File: config.mk
export PLATFORM = sky130hd
export DESIGN_NAME = etf_codec
export DESIGN_NICKNAME = d
export VERILOG_FILES = /design/src/core/etf_pkg.sv /design/src/core/etf_codec.sv /design/src/core/etf_fifo.sv
export VERILOG_INCLUDE_DIRS = /design/src /design/src/core
export SDC_FILE = /design/constraint.sdc
export NUM_CORES = 1
export LEC_CHECK = 0
export BUFFER_PORTS_ARGS = -buffer_cell sky130_fd_sc_hd__buf_4
export CORE_UTILIZATION = 39
export DETAILED_ROUTE_END_ITERATION = 8
export GPL_TIMING_DRIVEN = 0
export PLACE_DENSITY_LB_ADDON = 0.08
export REMOVE_ABC_BUFFERS = 1
export SLEW_MARGIN = 25
export SYNTH_ARGS = -nofsm -noshare
export SYNTH_HDL_FRONTEND = slang
export SYNTH_SLANG_ARGS = --single-unit
File: constraint.sdc
create_clock -name core_clk_i -period 8.64 [get_ports core_clk_i]
set_input_delay 1.728 -clock core_clk_i [delete_from_list [all_inputs] [get_ports core_clk_i]]
set_output_delay 1.728 -clock core_clk_i [all_outputs]
set_load 0.02 [all_outputs]
File: src/core/etf_params.svh
// constants for the explicit transmit frame codec
`ifndef ETF_PARAMS_SVH
`define ETF_PARAMS_SVH

// ----------------------------------------
// framing bytes
// ----------------------------------------
`define ETF_DELIM 8'h7E
`define ETF_ESC 8'h7D
`define ETF_XOR 8'h20
`define ETF_CHK_TOTAL 8'hFF
`define ETF_MODE_ESC 2'h2
`define ETF_TYPE_TX 8'h10
`define ETF_TYPE_EXP 8'h11
`define ETF_BCAST 64'h0000_0000_0000_FFFF

// ----------------------------------------
// byte offsets within a frame
// ----------------------------------------
`define ETF_OFF_TYPE 16'h0003
`define ETF_OFF_FID 16'h0004
`define ETF_OFF_DEST_LO 16'h0005
`define ETF_OFF_DEST_HI 16'h000C
`define ETF_OFF_SRC_EP 16'h000F
`define ETF_OFF_DST_EP 16'h0010
`define ETF_OFF_CLU_HI 16'h0011
`define ETF_OFF_CLU_LO 16'h0012
`define ETF_OFF_PRO_HI 16'h0013
`define ETF_OFF_PRO_LO 16'h0014
`define ETF_OFF_RAD 16'h0015
`define ETF_OFF_OPT 16'h0016
`define ETF_OFF_PAY 16'h0017
`define ETF_TX_OFF_RAD 16'h000F
`define ETF_TX_OFF_OPT 16'h0010
`define ETF_TX_OFF_PAY 16'h0011

// ----------------------------------------
// error bit positions and buffer shape
// ----------------------------------------
`define ETF_ERR_CHK 0
`define ETF_ERR_LEN 1
`define ETF_ERR_TYPE 2
`define ETF_ERR_METHOD 3
`define ETF_ERR_SIZE 4
`define ETF_FIFO_DEPTH 4
`define ETF_FIFO_WIDTH 9

`endif

File: src/core/etf_pkg.sv
// types for the explicit transmit frame codec
package etf_pkg;

   typedef enum logic [1:0] {
      ETF_IDLE = 2'b00,
      ETF_LEN_HI = 2'b01,
      ETF_LEN_LO = 2'b10,
      ETF_BODY = 2'b11
   } etf_state_t;

   typedef struct packed {
      etf_state_t st;
      logic esc;
      logic [15:0] len;
      logic [15:0] pos;
      logic [7:0] sum;
      logic [7:0] ftype;
      logic [7:0] fid;
      logic [63:0] dest;
      logic [7:0] src_ep;
      logic [7:0] dst_ep;
      logic [15:0] cluster;
      logic [15:0] profile;
      logic [7:0] radius;
      logic [7:0] opts;
      logic done;
      logic ok;
      logic resp;
      logic [4:0] err;
   } etf_core_t;

endpackage

File: src/core/etf_codec.sv
// receive side of the transmit request framer: unescapes, checks and decodes frames
`timescale 1ns/1ps
`default_nettype none
`include "etf_params.svh"
module etf_codec (
   // clock and reset
   input wire logic core_clk_i,
   input wire logic rst_i,
   // serial api byte stream from the host side
   input wire logic in_valid_i,
   input wire logic [7:0] in_data_i,
   output logic in_ready_o,
   // configuration
   input wire logic [1:0] frame_escape_mode_setting_i,
   input wire logic [7:0] max_hop_count_setting_i,
   input wire logic [15:0] max_payload_size_query_i,
   input wire logic [7:0] default_dest_endpoint_i,
   input wire logic [7:0] default_src_endpoint_i,
   input wire logic [15:0] default_cluster_setting_i,
   // payload stream to the transmit logic
   output logic pay_valid_o,
   output logic [7:0] pay_data_o,
   output logic pay_last_o,
   input wire logic pay_ready_i,
   // decoded frame
   output logic frame_done_o,
   output logic frame_ok_o,
   output logic [4:0] err_o,
   output logic resp_req_o,
   output logic [7:0] frame_type_o,
   output logic [7:0] frame_id_o,
   output logic [63:0] dest_addr_o,
   output logic broadcast_o,
   output logic [7:0] src_ep_o,
   output logic [7:0] dst_ep_o,
   output logic [15:0] cluster_o,
   output logic [15:0] profile_o,
   output logic [7:0] radius_o,
   output logic ack_dis_o,
   output logic route_disc_dis_o,
   output logic nack_en_o,
   output logic trace_en_o,
   output logic [1:0] method_o
);
   etf_pkg::etf_core_t q;
   etf_pkg::etf_core_t d;
   logic acc;
   logic esc_mode;
   logic restart;
   logic proc;
   logic [7:0] b;
   logic is_chk;
   logic fin;
   logic known;
   logic [15:0] pay_off;
   logic [15:0] hdr_len;
   logic [7:0] tot;
   logic push;
   logic fifo_rdy;
   logic [8:0] fifo_out;

   // ----------------------------------------
   // byte intake and unescaping
   // ----------------------------------------
   // one ready for every byte keeps the handshake simple; it only drops when the buffer fills
   assign in_ready_o = fifo_rdy;
   assign acc = in_valid_i & in_ready_o;
   // a 0x7D only arms the escape in escaping mode; in plain mode it is ordinary data
   assign esc_mode = (frame_escape_mode_setting_i == `ETF_MODE_ESC);
   // a bare delimiter always means frame start when escaping is on; in plain mode only while idle
   assign restart = acc & (in_data_i == `ETF_DELIM) & (esc_mode | (q.st == etf_pkg::ETF_IDLE));
   assign proc = acc & !restart & (q.st != etf_pkg::ETF_IDLE)
                 & !(esc_mode & !q.esc & (in_data_i == `ETF_ESC));
   assign b = q.esc ? (in_data_i ^ `ETF_XOR) : in_data_i;

   // ----------------------------------------
   // frame layout by type
   // ----------------------------------------
   assign known = (q.ftype == `ETF_TYPE_TX) | (q.ftype == `ETF_TYPE_EXP);
   assign pay_off = (q.ftype == `ETF_TYPE_EXP) ? `ETF_OFF_PAY : `ETF_TX_OFF_PAY;
   assign hdr_len = pay_off - `ETF_OFF_TYPE;
   assign is_chk = (q.pos == q.len + `ETF_OFF_TYPE);
   assign fin = proc & (q.st == etf_pkg::ETF_BODY) & is_chk;
   assign tot = q.sum + b;
   // payload leaves before the checksum is known; a bad frame is only flagged at its end
   assign push = proc & (q.st == etf_pkg::ETF_BODY) & !is_chk & known & (q.pos >= pay_off);

   always_comb
   begin
      d = q;
      d.done = 1'b0;
      if (restart)
      begin
         d.st = etf_pkg::ETF_LEN_HI;
         d.esc = 1'b0;
      end
      else if (acc & esc_mode & !q.esc & (in_data_i == `ETF_ESC) & (q.st != etf_pkg::ETF_IDLE))
      begin
         d.esc = 1'b1;
      end
      if (proc)
      begin
         d.esc = 1'b0;
         unique case (q.st)
            etf_pkg::ETF_LEN_HI:
            begin
               d.len[15:8] = b;
               d.st = etf_pkg::ETF_LEN_LO;
            end
            etf_pkg::ETF_LEN_LO:
            begin
               d.len[7:0] = b;
               d.pos = `ETF_OFF_TYPE;
               d.sum = 8'h00;
               d.ftype = 8'h00;
               d.fid = 8'h00;
               d.profile = 16'h0000;
               d.radius = 8'h00;
               d.opts = 8'h00;
               d.st = etf_pkg::ETF_BODY;
            end
            etf_pkg::ETF_BODY:
            begin
               if (!is_chk)
               begin
                  d.sum = q.sum + b;
                  d.pos = q.pos + 16'h0001;
                  if (q.pos == `ETF_OFF_TYPE)
                     d.ftype = b;
                  if (q.pos == `ETF_OFF_FID)
                     d.fid = b;
                  if ((q.pos >= `ETF_OFF_DEST_LO) && (q.pos <= `ETF_OFF_DEST_HI))
                     d.dest = {q.dest[55:0], b};
                  if (q.ftype == `ETF_TYPE_TX)
                  begin
                     if (q.pos == `ETF_TX_OFF_RAD)
                        d.radius = b;
                     if (q.pos == `ETF_TX_OFF_OPT)
                        d.opts = b;
                  end
                  if (q.ftype == `ETF_TYPE_EXP)
                  begin
                     if (q.pos == `ETF_OFF_SRC_EP)
                        d.src_ep = b;
                     if (q.pos == `ETF_OFF_DST_EP)
                        d.dst_ep = b;
                     if (q.pos == `ETF_OFF_CLU_HI)
                        d.cluster[15:8] = b;
                     if (q.pos == `ETF_OFF_CLU_LO)
                        d.cluster[7:0] = b;
                     if (q.pos == `ETF_OFF_PRO_HI)
                        d.profile[15:8] = b;
                     if (q.pos == `ETF_OFF_PRO_LO)
                        d.profile[7:0] = b;
                     if (q.pos == `ETF_OFF_RAD)
                        d.radius = b;
                     if (q.pos == `ETF_OFF_OPT)
                        d.opts = b;
                  end
               end
               else
               begin
                  d.st = etf_pkg::ETF_IDLE;
                  d.done = 1'b1;
                  d.err = 5'h00;
                  d.err[`ETF_ERR_CHK] = (tot != `ETF_CHK_TOTAL);
                  d.err[`ETF_ERR_TYPE] = !known;
                  d.err[`ETF_ERR_LEN] = known & (q.len < hdr_len);
                  d.err[`ETF_ERR_METHOD] = known & (q.opts[7:6] == 2'b00);
                  d.err[`ETF_ERR_SIZE] = known & (q.len >= hdr_len)
                                         & ((q.len - hdr_len) > max_payload_size_query_i);
                  d.ok = (d.err == 5'h00);
                  d.resp = known & (q.fid != 8'h00);
                  if (q.ftype == `ETF_TYPE_TX)
                  begin
                     // plain requests fall back to the configured addressing
                     d.src_ep = default_src_endpoint_i;
                     d.dst_ep = default_dest_endpoint_i;
                     d.cluster = default_cluster_setting_i;
                  end
                  if ((q.radius == 8'h00) || (q.radius > max_hop_count_setting_i))
                     d.radius = max_hop_count_setting_i;
               end
            end
            etf_pkg::ETF_IDLE:
            begin
               d.st = etf_pkg::ETF_IDLE;
            end
         endcase
      end
   end

   always_ff @(posedge core_clk_i or posedge rst_i)
   begin
      if (rst_i)
      begin
         q <= '0;
      end
      else
      begin
         q <= d;
      end
   end

   // ----------------------------------------
   // payload buffer
   // ----------------------------------------
   // a stalled drain side holds in_ready_o low, so the host waits instead of losing bytes
   etf_fifo #(
      .W(`ETF_FIFO_WIDTH),
      .D(`ETF_FIFO_DEPTH)
   ) u_fifo (
      .core_clk_i(core_clk_i),
      .rst_i(rst_i),
      .in_valid_i(push),
      .in_data_i({(q.pos == q.len + 16'h0002), b}),
      .in_ready_o(fifo_rdy),
      .out_valid_o(pay_valid_o),
      .out_data_o(fifo_out),
      .out_ready_i(pay_ready_i)
   );
   assign pay_data_o = fifo_out[7:0];
   assign pay_last_o = fifo_out[8];

   // ----------------------------------------
   // decoded outputs
   // ----------------------------------------
   assign frame_done_o = q.done;
   assign frame_ok_o = q.ok;
   assign err_o = q.err;
   assign resp_req_o = q.resp;
   assign frame_type_o = q.ftype;
   assign frame_id_o = q.fid;
   assign dest_addr_o = q.dest;
   assign broadcast_o = (q.dest == `ETF_BCAST);
   assign src_ep_o = q.src_ep;
   assign dst_ep_o = q.dst_ep;
   assign cluster_o = q.cluster;
   assign profile_o = q.profile;
   assign radius_o = q.radius;
   assign ack_dis_o = q.opts[0];
   assign route_disc_dis_o = q.opts[1];
   assign nack_en_o = q.opts[2];
   assign trace_en_o = q.opts[3];
   assign method_o = q.opts[7:6];
endmodule
`default_nettype wire

File: src/core/etf_fifo.sv
// small payload buffer with valid and ready on both sides
`timescale 1ns/1ps
`default_nettype none
module etf_fifo #(
   parameter int W = 9,
   parameter int D = 4
) (
   // clock and reset
   input wire logic core_clk_i,
   input wire logic rst_i,
   // fill side
   input wire logic in_valid_i,
   input wire logic [W-1:0] in_data_i,
   output logic in_ready_o,
   // drain side
   output logic out_valid_o,
   output logic [W-1:0] out_data_o,
   input wire logic out_ready_i
);
   localparam int AW = (D > 1) ? $clog2(D) : 1;
   localparam int CW = $clog2(D + 1);
   localparam logic [AW-1:0] LAST = AW'(D - 1);
   localparam logic [CW-1:0] FULL = CW'(D);

   typedef struct packed {
      logic [D-1:0][W-1:0] mem;
      logic [AW-1:0] wp;
      logic [AW-1:0] rp;
      logic [CW-1:0] cnt;
   } etf_fifo_t;

   etf_fifo_t q;
   etf_fifo_t d;
   logic push;
   logic pop;

   assign in_ready_o = (q.cnt != FULL);
   assign out_valid_o = (q.cnt != '0);
   assign out_data_o = q.mem[q.rp];
   assign push = in_valid_i & in_ready_o;
   assign pop = out_valid_o & out_ready_i;

   always_comb
   begin
      d = q;
      if (push)
      begin
         d.mem[q.wp] = in_data_i;
         d.wp = (q.wp == LAST) ? '0 : q.wp + 1'b1;
      end
      if (pop)
      begin
         d.rp = (q.rp == LAST) ? '0 : q.rp + 1'b1;
      end
      d.cnt = q.cnt + CW'(push) - CW'(pop);
   end

   always_ff @(posedge core_clk_i or posedge rst_i)
   begin
      if (rst_i)
      begin
         q <= '0;
      end
      else
      begin
         q <= d;
      end
   end
endmodule
`default_nettype wire

==> summary.md, run 1 <==
| Metric | Value |
|---|---|
| Most common cell after layout, fill and taps aside | dfrtp_1 |
| Reg2reg setup slack | about 3.4 ns |
| YS warnings | 0 |
| Setup TNS Final | 0 ns |
| DR WL/cell | ~21 um |
| Seq cells post-synth | approximately 240 |
| Initial core utilization | roughly two fifths |
| Final net count | 1504 |
| TritonCTS Buffers | 28 |
| Global-route wire length before repair | between 60000 and 70000 um |
| Endpoint type of the worst setup path | flip-flop |
| Antenna viol nets, final | 0 |
| Final Cycle Share | slightly above 60% |
| Largest net degree at the start of global routing | 86 |
| Met1 Use GR | 29.7% |
| Post-synth cell types | 82 |
| Worst Path Required | 9.08 ns |
| Full die area | 37500 sq um |
| Peak VDD IR | 0.224 mV |
| Gr usage total | 20.7% |
| Max Clk Rate | roughly 190 MHz |
| # clock sinks | roughly 240 |
| Detailed-route vias per instance | between 5 and 6 |
| Total gr overflow | 0 |
| Most used cell, CP | ha_1 |
| CTS tree | done |
| 1st-pass router iterations | 5 |
| Reg2reg start | frame_type_o[6] |
| Mean Syn Cell Area | 10.8 sq um |
| Residual DRC | 0 |
| Gpl congestion | 0.816 |
| # rows | roughly 70 |
| R2R depth | 19 |
| Die Ht | roughly 190 um |
| Critical Path Max Stage Delay | ~0.65 ns |
| Leak | ~8.3 nW |
| Post-synth EDFFs | 0 |
| Skew final | ~0.024 ns |
| Final Power | between 3 and 4 mW |
| Worst-margin pin slew | 1.05 ns |
| Post-synthesis sequential area ratio | between 40% and 50% |
| Finish-stage setup viols | 0 |
| Cell area after synthesis | between 10000 and 15000 sq um |
| Worst-path cell with the longest stage delay | nor4b_1 |
| Crit-path cells | nor4b_1 > and3_1 > inv_1 > ha_1 > inv_1 > ha_1 > a21oi_1 > nor2b_1 > nand2b_1 > nor4_1 > xor2_1 > ha_1 > a21o_1 > a21o_1 > a211oi_1 > nor2_1 > o41ai_1 > a21oi_1 > mux2_2 |
| Initial antenna violation count | 0 |
| Worst setup path startpoint | frame_type_o[6] |
| Worst r2r dst | err_o[4] |
| Ys async rst share | between 90% and 100% |
| Most used DFF post-synth | dfrtp_1 |
| Post-CTS Resized | 0 |
| Critical setup path kind | reg -> reg |
| Proportion of layout cells with a drive suffix above 1 | a little over a third |
| Slew HR | between 20 and 30% |
| Final HPWL DP | about 27000 um |
| Clock Path Buffers | 3 |
| Maxcap violations | 0 |
| Post-CTS setup buffer count | 0 |
| Diode count | 0 |
| Die Wd | around 190 um |
| Max-slew violation count | 0 |
| PD cells | approximately 230 nW/um^2 |
| Critical Path Start Type | flip-flop |
| Worst-Skew Late Latency | ~0.58 ns |
| Most frequent cells in the layout | dfrtp_1, buf_4, mux2_2, nand2_1, inv_1 |
| Hold-fix buffers, CTS | 0 |
| H-tree depth | 1 |
| Routed vias | 10010 |
| Initial DRC Count | approximately 640 |
| Unrepaired setup endpoints after global routing | false |
| Clock-pin slew on the worst setup and hold paths | roughly 0.06 ns |
| Most used routing layer | met2 |
| Number of buffers inserted by port buffering | between 200 and 250 |
| Worst Path Max Fanout | 8 |
| Crit path DAT | around 5.7 ns |
| Met3 Use GR | between 4 and 5% |
| Core area | 35800 sq um |
| Ports | between 200 and 250 |
| Worst hold path type | reg -> reg |
| Min Tclk post-route | about 5.2 ns |
| Worst setup path endpoint | err_o[4] |
| Final Hold Vio Count | 0 |
| Outcome | finished, final reports clean |
| FILL cells | around 3400 |
| Met2 Use GR | about a third |
| Drt total wl | between 30000 and 40000 um |
| Syn-to-layout area delta | 15.1% |
| Number of global-route vias before repair | between 10000 and 15000 |
| Post-synthesis cell count | approximately 1300 |
| Clock root buffer | clkbuf_16 |
state kept, by name (all words and copies together) (netlist names), 16 cells and up:
name	cells
u_fifo.q	43
profile_o	16
dest_addr_o	64
q	43
cluster_o	16
synth_stat cells (all sizes together), types with 9 or more instances:
cell / instances / share of area, %
a21o: 16 / 0.84
a21oi: 22 / 0.82
a22o: 33 / 2.0
a31oi: 14 / 0.61
and3: 17 / 0.74
buf: 172 / 8.9
clkbuf: 43 / 1.1
dfrtp: 236 / 41
ha: 52 / 4.5
inv: 58 / 1.5
mux2: 152 / 13
mux2i: 34 / 2.4
mux4: 9 / 1.4
nand2: 86 / 2.3
nand3: 31 / 1.2
nand4: 27 / 1.2
nor2: 47 / 1.2
nor3: 29 / 1.1
nor4: 27 / 1.3
o211ai: 9 / 0.47
o21ai: 25 / 1.2
o221ai: 10 / 0.61
or3: 13 / 0.57
xnor2: 25 / 1.5
xor2: 24 / 1.5
routing by layer:
metal  vias up  share of wire (%)
li1       4742                  -
met1      4958                 48
met2       249                 44
met3        61                5.8
met4         0                2.1
met5         -                  0
stage by stage:
step | area (sq um) | hold slack, ns | worst slack, ns | std cells | utilization [%]
2_1_floorplan | 12900 | 0.456 | 0.437 | 1107 | -
3_3_place_gp | 15200 | 0.478 | -2.86 | 1799 | 42.4
3_5_place_dp | 15500 | 0.487 | 3.44 | 1811 | 43.2
4_1_cts | 16500 | 0.501 | 3.39 | 1862 | 46.0
5_1_grt | 16500 | 0.521 | 3.16 | 1862 | 46.0
6_report | 16500 | 0.496 | 3.40 | 1862 | 46.0
worst max-delay path: cells and delay by family, from the launching register on:
kind | cells | cell delay, ns
mux | 1 | 0.28
fa+ha+maj | 3 | 0.75
flops | 1 | 0.41
compound gates | 6 | 1.30
xor+xnor | 1 | 0.18
buf+inv | 2 | 0.38
simple gates | 6 | 1.78
area by class of cell:
class                   count  area [sq um]  area share (%)
multi-input cells         812          6820            41.4
flip-flops and latches    236          5910            35.8
repair buffers            243          1930            11.7
clock buffers              43           867            5.26
well taps                 461           577            3.50
inverters                  59           229            1.39
clock inverters             8           146           0.888
worst min-delay path by stage:
stage                             from            to  slack (ns)  cells after the start
final                           q[157]        q[157]        0.50                      1
after global routing      u_fifo.q[29]  u_fifo.q[29]        0.52                      1
after CTS                       q[157]        q[157]        0.50                      1
after detailed placement        q[157]        q[157]        0.49                      1
after global placement          q[157]        q[157]        0.48                      1
after floorplan                 q[157]        q[157]        0.46                      1
logic make-up (layout without fill, tap and decap cells):
kind of cell,Yosys count,after routing,synth area share [%]
mux,195,195,16.4
xor+xnor,49,49,3.00
flops,236,236,41.3
fa+ha+maj,54,54,4.82
buf+inv,274,353,11.6
compound gates,195,195,11.0
simple gates,319,319,11.9
report_power, final:
group          switching (mW)  internal (mW)
combinational           0.651          0.501
sequential              0.221           1.21
clock                   0.498          0.780
No activity file was read; power rests on OpenSTA's default activity.
==> inputs of run 2 (changes only) <==
Settings changed: ABC_AREA from default to 1.
Clock period 8.64 ns to 4.5 ns, I/O delays scaled along.
==> summary.md, run 2 <==
| Metric | Value |
|---|---|
| Outcome | finished, final reports clean |
| Maxcap violations | 0 |
| Post-synthesis cell count | 2016 |
| Hold-fix buffers, CTS | 0 |
| Top cells by count, synth | nand2_1, dfrtp_1, inv_1, nor2_1, buf_4 |
| Worst setup path endpoint | frame_ok_o |
| Reg2reg start | frame_type_o[5] |
| Antenna viol nets, final | 0 |
| FILL cells | slightly below 4000 |
| Most common cell after layout, fill and taps aside | nand2_1 |
| Initial antenna violation count | 0 |
| Clock Path Buffers | 3 |
| Synth area leader | dfrtp_1 |
| Synth area leaders | dfrtp_1, nand2_1, buf_4 |
| H-tree depth | 1 |
| DR WL/cell | ~17 um |
| YS warnings | 0 |
| Worst Path Required | a little under 5 ns |
| Peak VDD IR | roughly 0.35 mV |
| Worst Path Max Fanout | 5 |
| Skew final | ~0.018 ns |
| Seq cells post-synth | roughly 240 |
| Worst hold path type | in -> async |
| Final Power | about 11 mW |
| Crit path DAT | around 4.4 ns |
| # clock sinks | 236 |
| Post-synth cell types | 56 |
| Most frequent cells in the layout | nand2_1, dfrtp_1, buf_4, inv_1, nor2_1 |
| Core area | 37800 sq um |
| Max-slew violation count | 0 |
| Residual DRC | 0 |
| Detailed-route vias per instance | 5.06 |
| TritonCTS Buffers | 28 |
| Largest net degree at the start of global routing | 94 |
| Slew HR | about 34% |
| Gr usage total | a little under a quarter |
| Syn-to-layout area delta | 14.1% |
| Final HPWL DP | 32400 um |
| 1st-pass router iterations | 5 |
| Total gr overflow | 0 |
| Non-filler instance count after layout | between 2000 and 3000 |
| Initial core utilization | just under 40% |
| # rows | between 70 and 80 |
| Gpl congestion | roughly 0.9 |
| Final Hold Vio Count | 0 |
| Number of flip-flops under the largest register name | 64 |
| Final net count | 2202 |
| Number of buffers inserted by port buffering | ~230 |
| Ports | around 230 |
| Worst setup path startpoint | frame_type_o[5] |
| PD cells | ~640 nW/um^2 |
| Worst-margin pin slew | between 0.9 and 1 ns |
| Clock root buffer | clkbuf_16 |
| Drt total wl | 44900 um |
| Mean Syn Cell Area | 7.47 sq um |
| Most numerous cell in the Yosys netlist | nand2_1 |
| Worst-Skew Late Latency | about 0.56 ns |
| Number of global-route vias before repair | between 10000 and 15000 |
| # placed instances | between 2000 and 3000 |
| Leak | between 8 and 9 nW |
| Share of the core filled with cells | 45.4% |
| Post-synthesis sequential area ratio | 39.2% |
| Post-synth EDFFs | 0 |
| Unrepaired setup endpoints after global routing | false |
| Most used DFF post-synth | dfrtp_1 |
| Global-route wire length before repair | ~70000 um |
| Reg2reg setup slack | 0.50 ns |
| Min Tclk post-route | 4.00 ns |
| CTS tree | done |
| Critical Path Start Type | flip-flop |
| Initial DRC Count | roughly 750 |
| Cell area after synthesis | around 15000 sq um |
| Die Ht | between 150 and 200 um |
| Clock-pin slew on the worst setup and hold paths | approximately 0.060 ns |
| Slack of the critical path | 0.499 ns |
| Routed vias | 13204 |
| Endpoint type of the worst setup path | flip-flop |
| Diode count | 0 |
| Critical setup path kind | reg -> reg |
| Full die area | a little under 40000 sq um |
| Max Clk Rate | ~250 MHz |
| Finish-stage setup viols | 0 |
| Share of the synthesized area in the top cell type | between 30% and 40% |
| Worst r2r dst | frame_ok_o |
| Proportion of layout cells with a drive suffix above 1 | 16.4% |
| Final Cycle Share | between 80% and 90% |
| DP Worst Slack | -0.0946 ns |
| Die Wd | about 200 um |
| R2R depth | 21 |
| Ys async rst share | 100% |
-- run 2: worst min path at each step --
stage,startpoint,endpoint,depth (start not counted)
5_1_grt,rst_i,dest_addr_o[40],2
2_1_floorplan,u_fifo.q[33],u_fifo.q[33],2
3_5_place_dp,profile_o[4],profile_o[4],2
3_3_place_gp,dst_ep_o[6],dst_ep_o[6],2
6_report,rst_i,dest_addr_o[40],2
4_1_cts,rst_i,dest_addr_o[55],2
-- run 2: area by class of cell --
type | instances | area [sq um] | area share, %
clock buffers | 44 | 851 | 4.95
flip-flops and latches | 236 | 5910 | 34.4
multi-input cells | 1395 | 7080 | 41.2
clock inverters | 8 | 155 | 0.903
well taps | 511 | 639 | 3.72
repair buffers | 242 | 1880 | 10.9
inverters | 175 | 667 | 3.88
-- run 2: per-stage QoR --
stage | instance area (sq um) | hold WS, ns | TNS [ns]
final | 17200 | 0.409 | 0
after global routing | 17200 | 0.453 | 0
after CTS | 17100 | 0.423 | 0
after detailed placement | 16100 | 0.464 | -1.19
after global placement | 16000 | 0.458 | -1545.10
after floorplan | 13600 | 0.444 | -678.43
-- run 2: cells by family after synthesis --
| kind of cell | share of synthesized area, % |
|---|---|
| compound gates | 8.80 |
| xor+xnor | 2.56 |
| fa+ha+maj | 4.59 |
| buf+inv | 14.0 |
| flops | 39.2 |
| simple gates | 30.9 |
-- run 2: power breakdown --
part | switching (mW) | total (mW) | internal (mW)
Clock | 0.932 | 2.45 | 1.52
Combinational | 3.35 | 5.13 | 1.79
Sequential | 0.747 | 3.41 | 2.66
-- run 2: routing by layer --
metal	up-vias	global-route usage, %	wire length, um
li1	6541	-	-
met1	6302	31.6	20600
met2	307	37.8	21200
met3	54	2.76	2200
met4	0	4.93	937
met5	-	0	0
-- run 2: timing repair --
item                       4_1_cts  5_1_grt
setup buffers                    0        3
resized for setup                1        1
gates cloned                     1        0
setup endpoints to repair       20       25
pin swaps                        1        1
-- run 2: worst max-delay path: stages, from the launching register on --
cell and delay [ns]:
dfrtp_1 0.39, nor2_1 0.10, nand3b_1 0.12, inv_1 0.07, nand4_1 0.25, ha_1 0.45
a21oi_1 0.20, nand3_1 0.16, nor3_2 0.24, nand4_1 0.18, nor3_1 0.20, xor2_1 0.13
ha_1 0.30, nand2_1 0.05, inv_1 0.06, nand3_1 0.08, nor3_1 0.24, nand2_1 0.09
a21oi_1 0.32, nor2_1 0.11, nand2_1 0.09, nand2_1 0.06
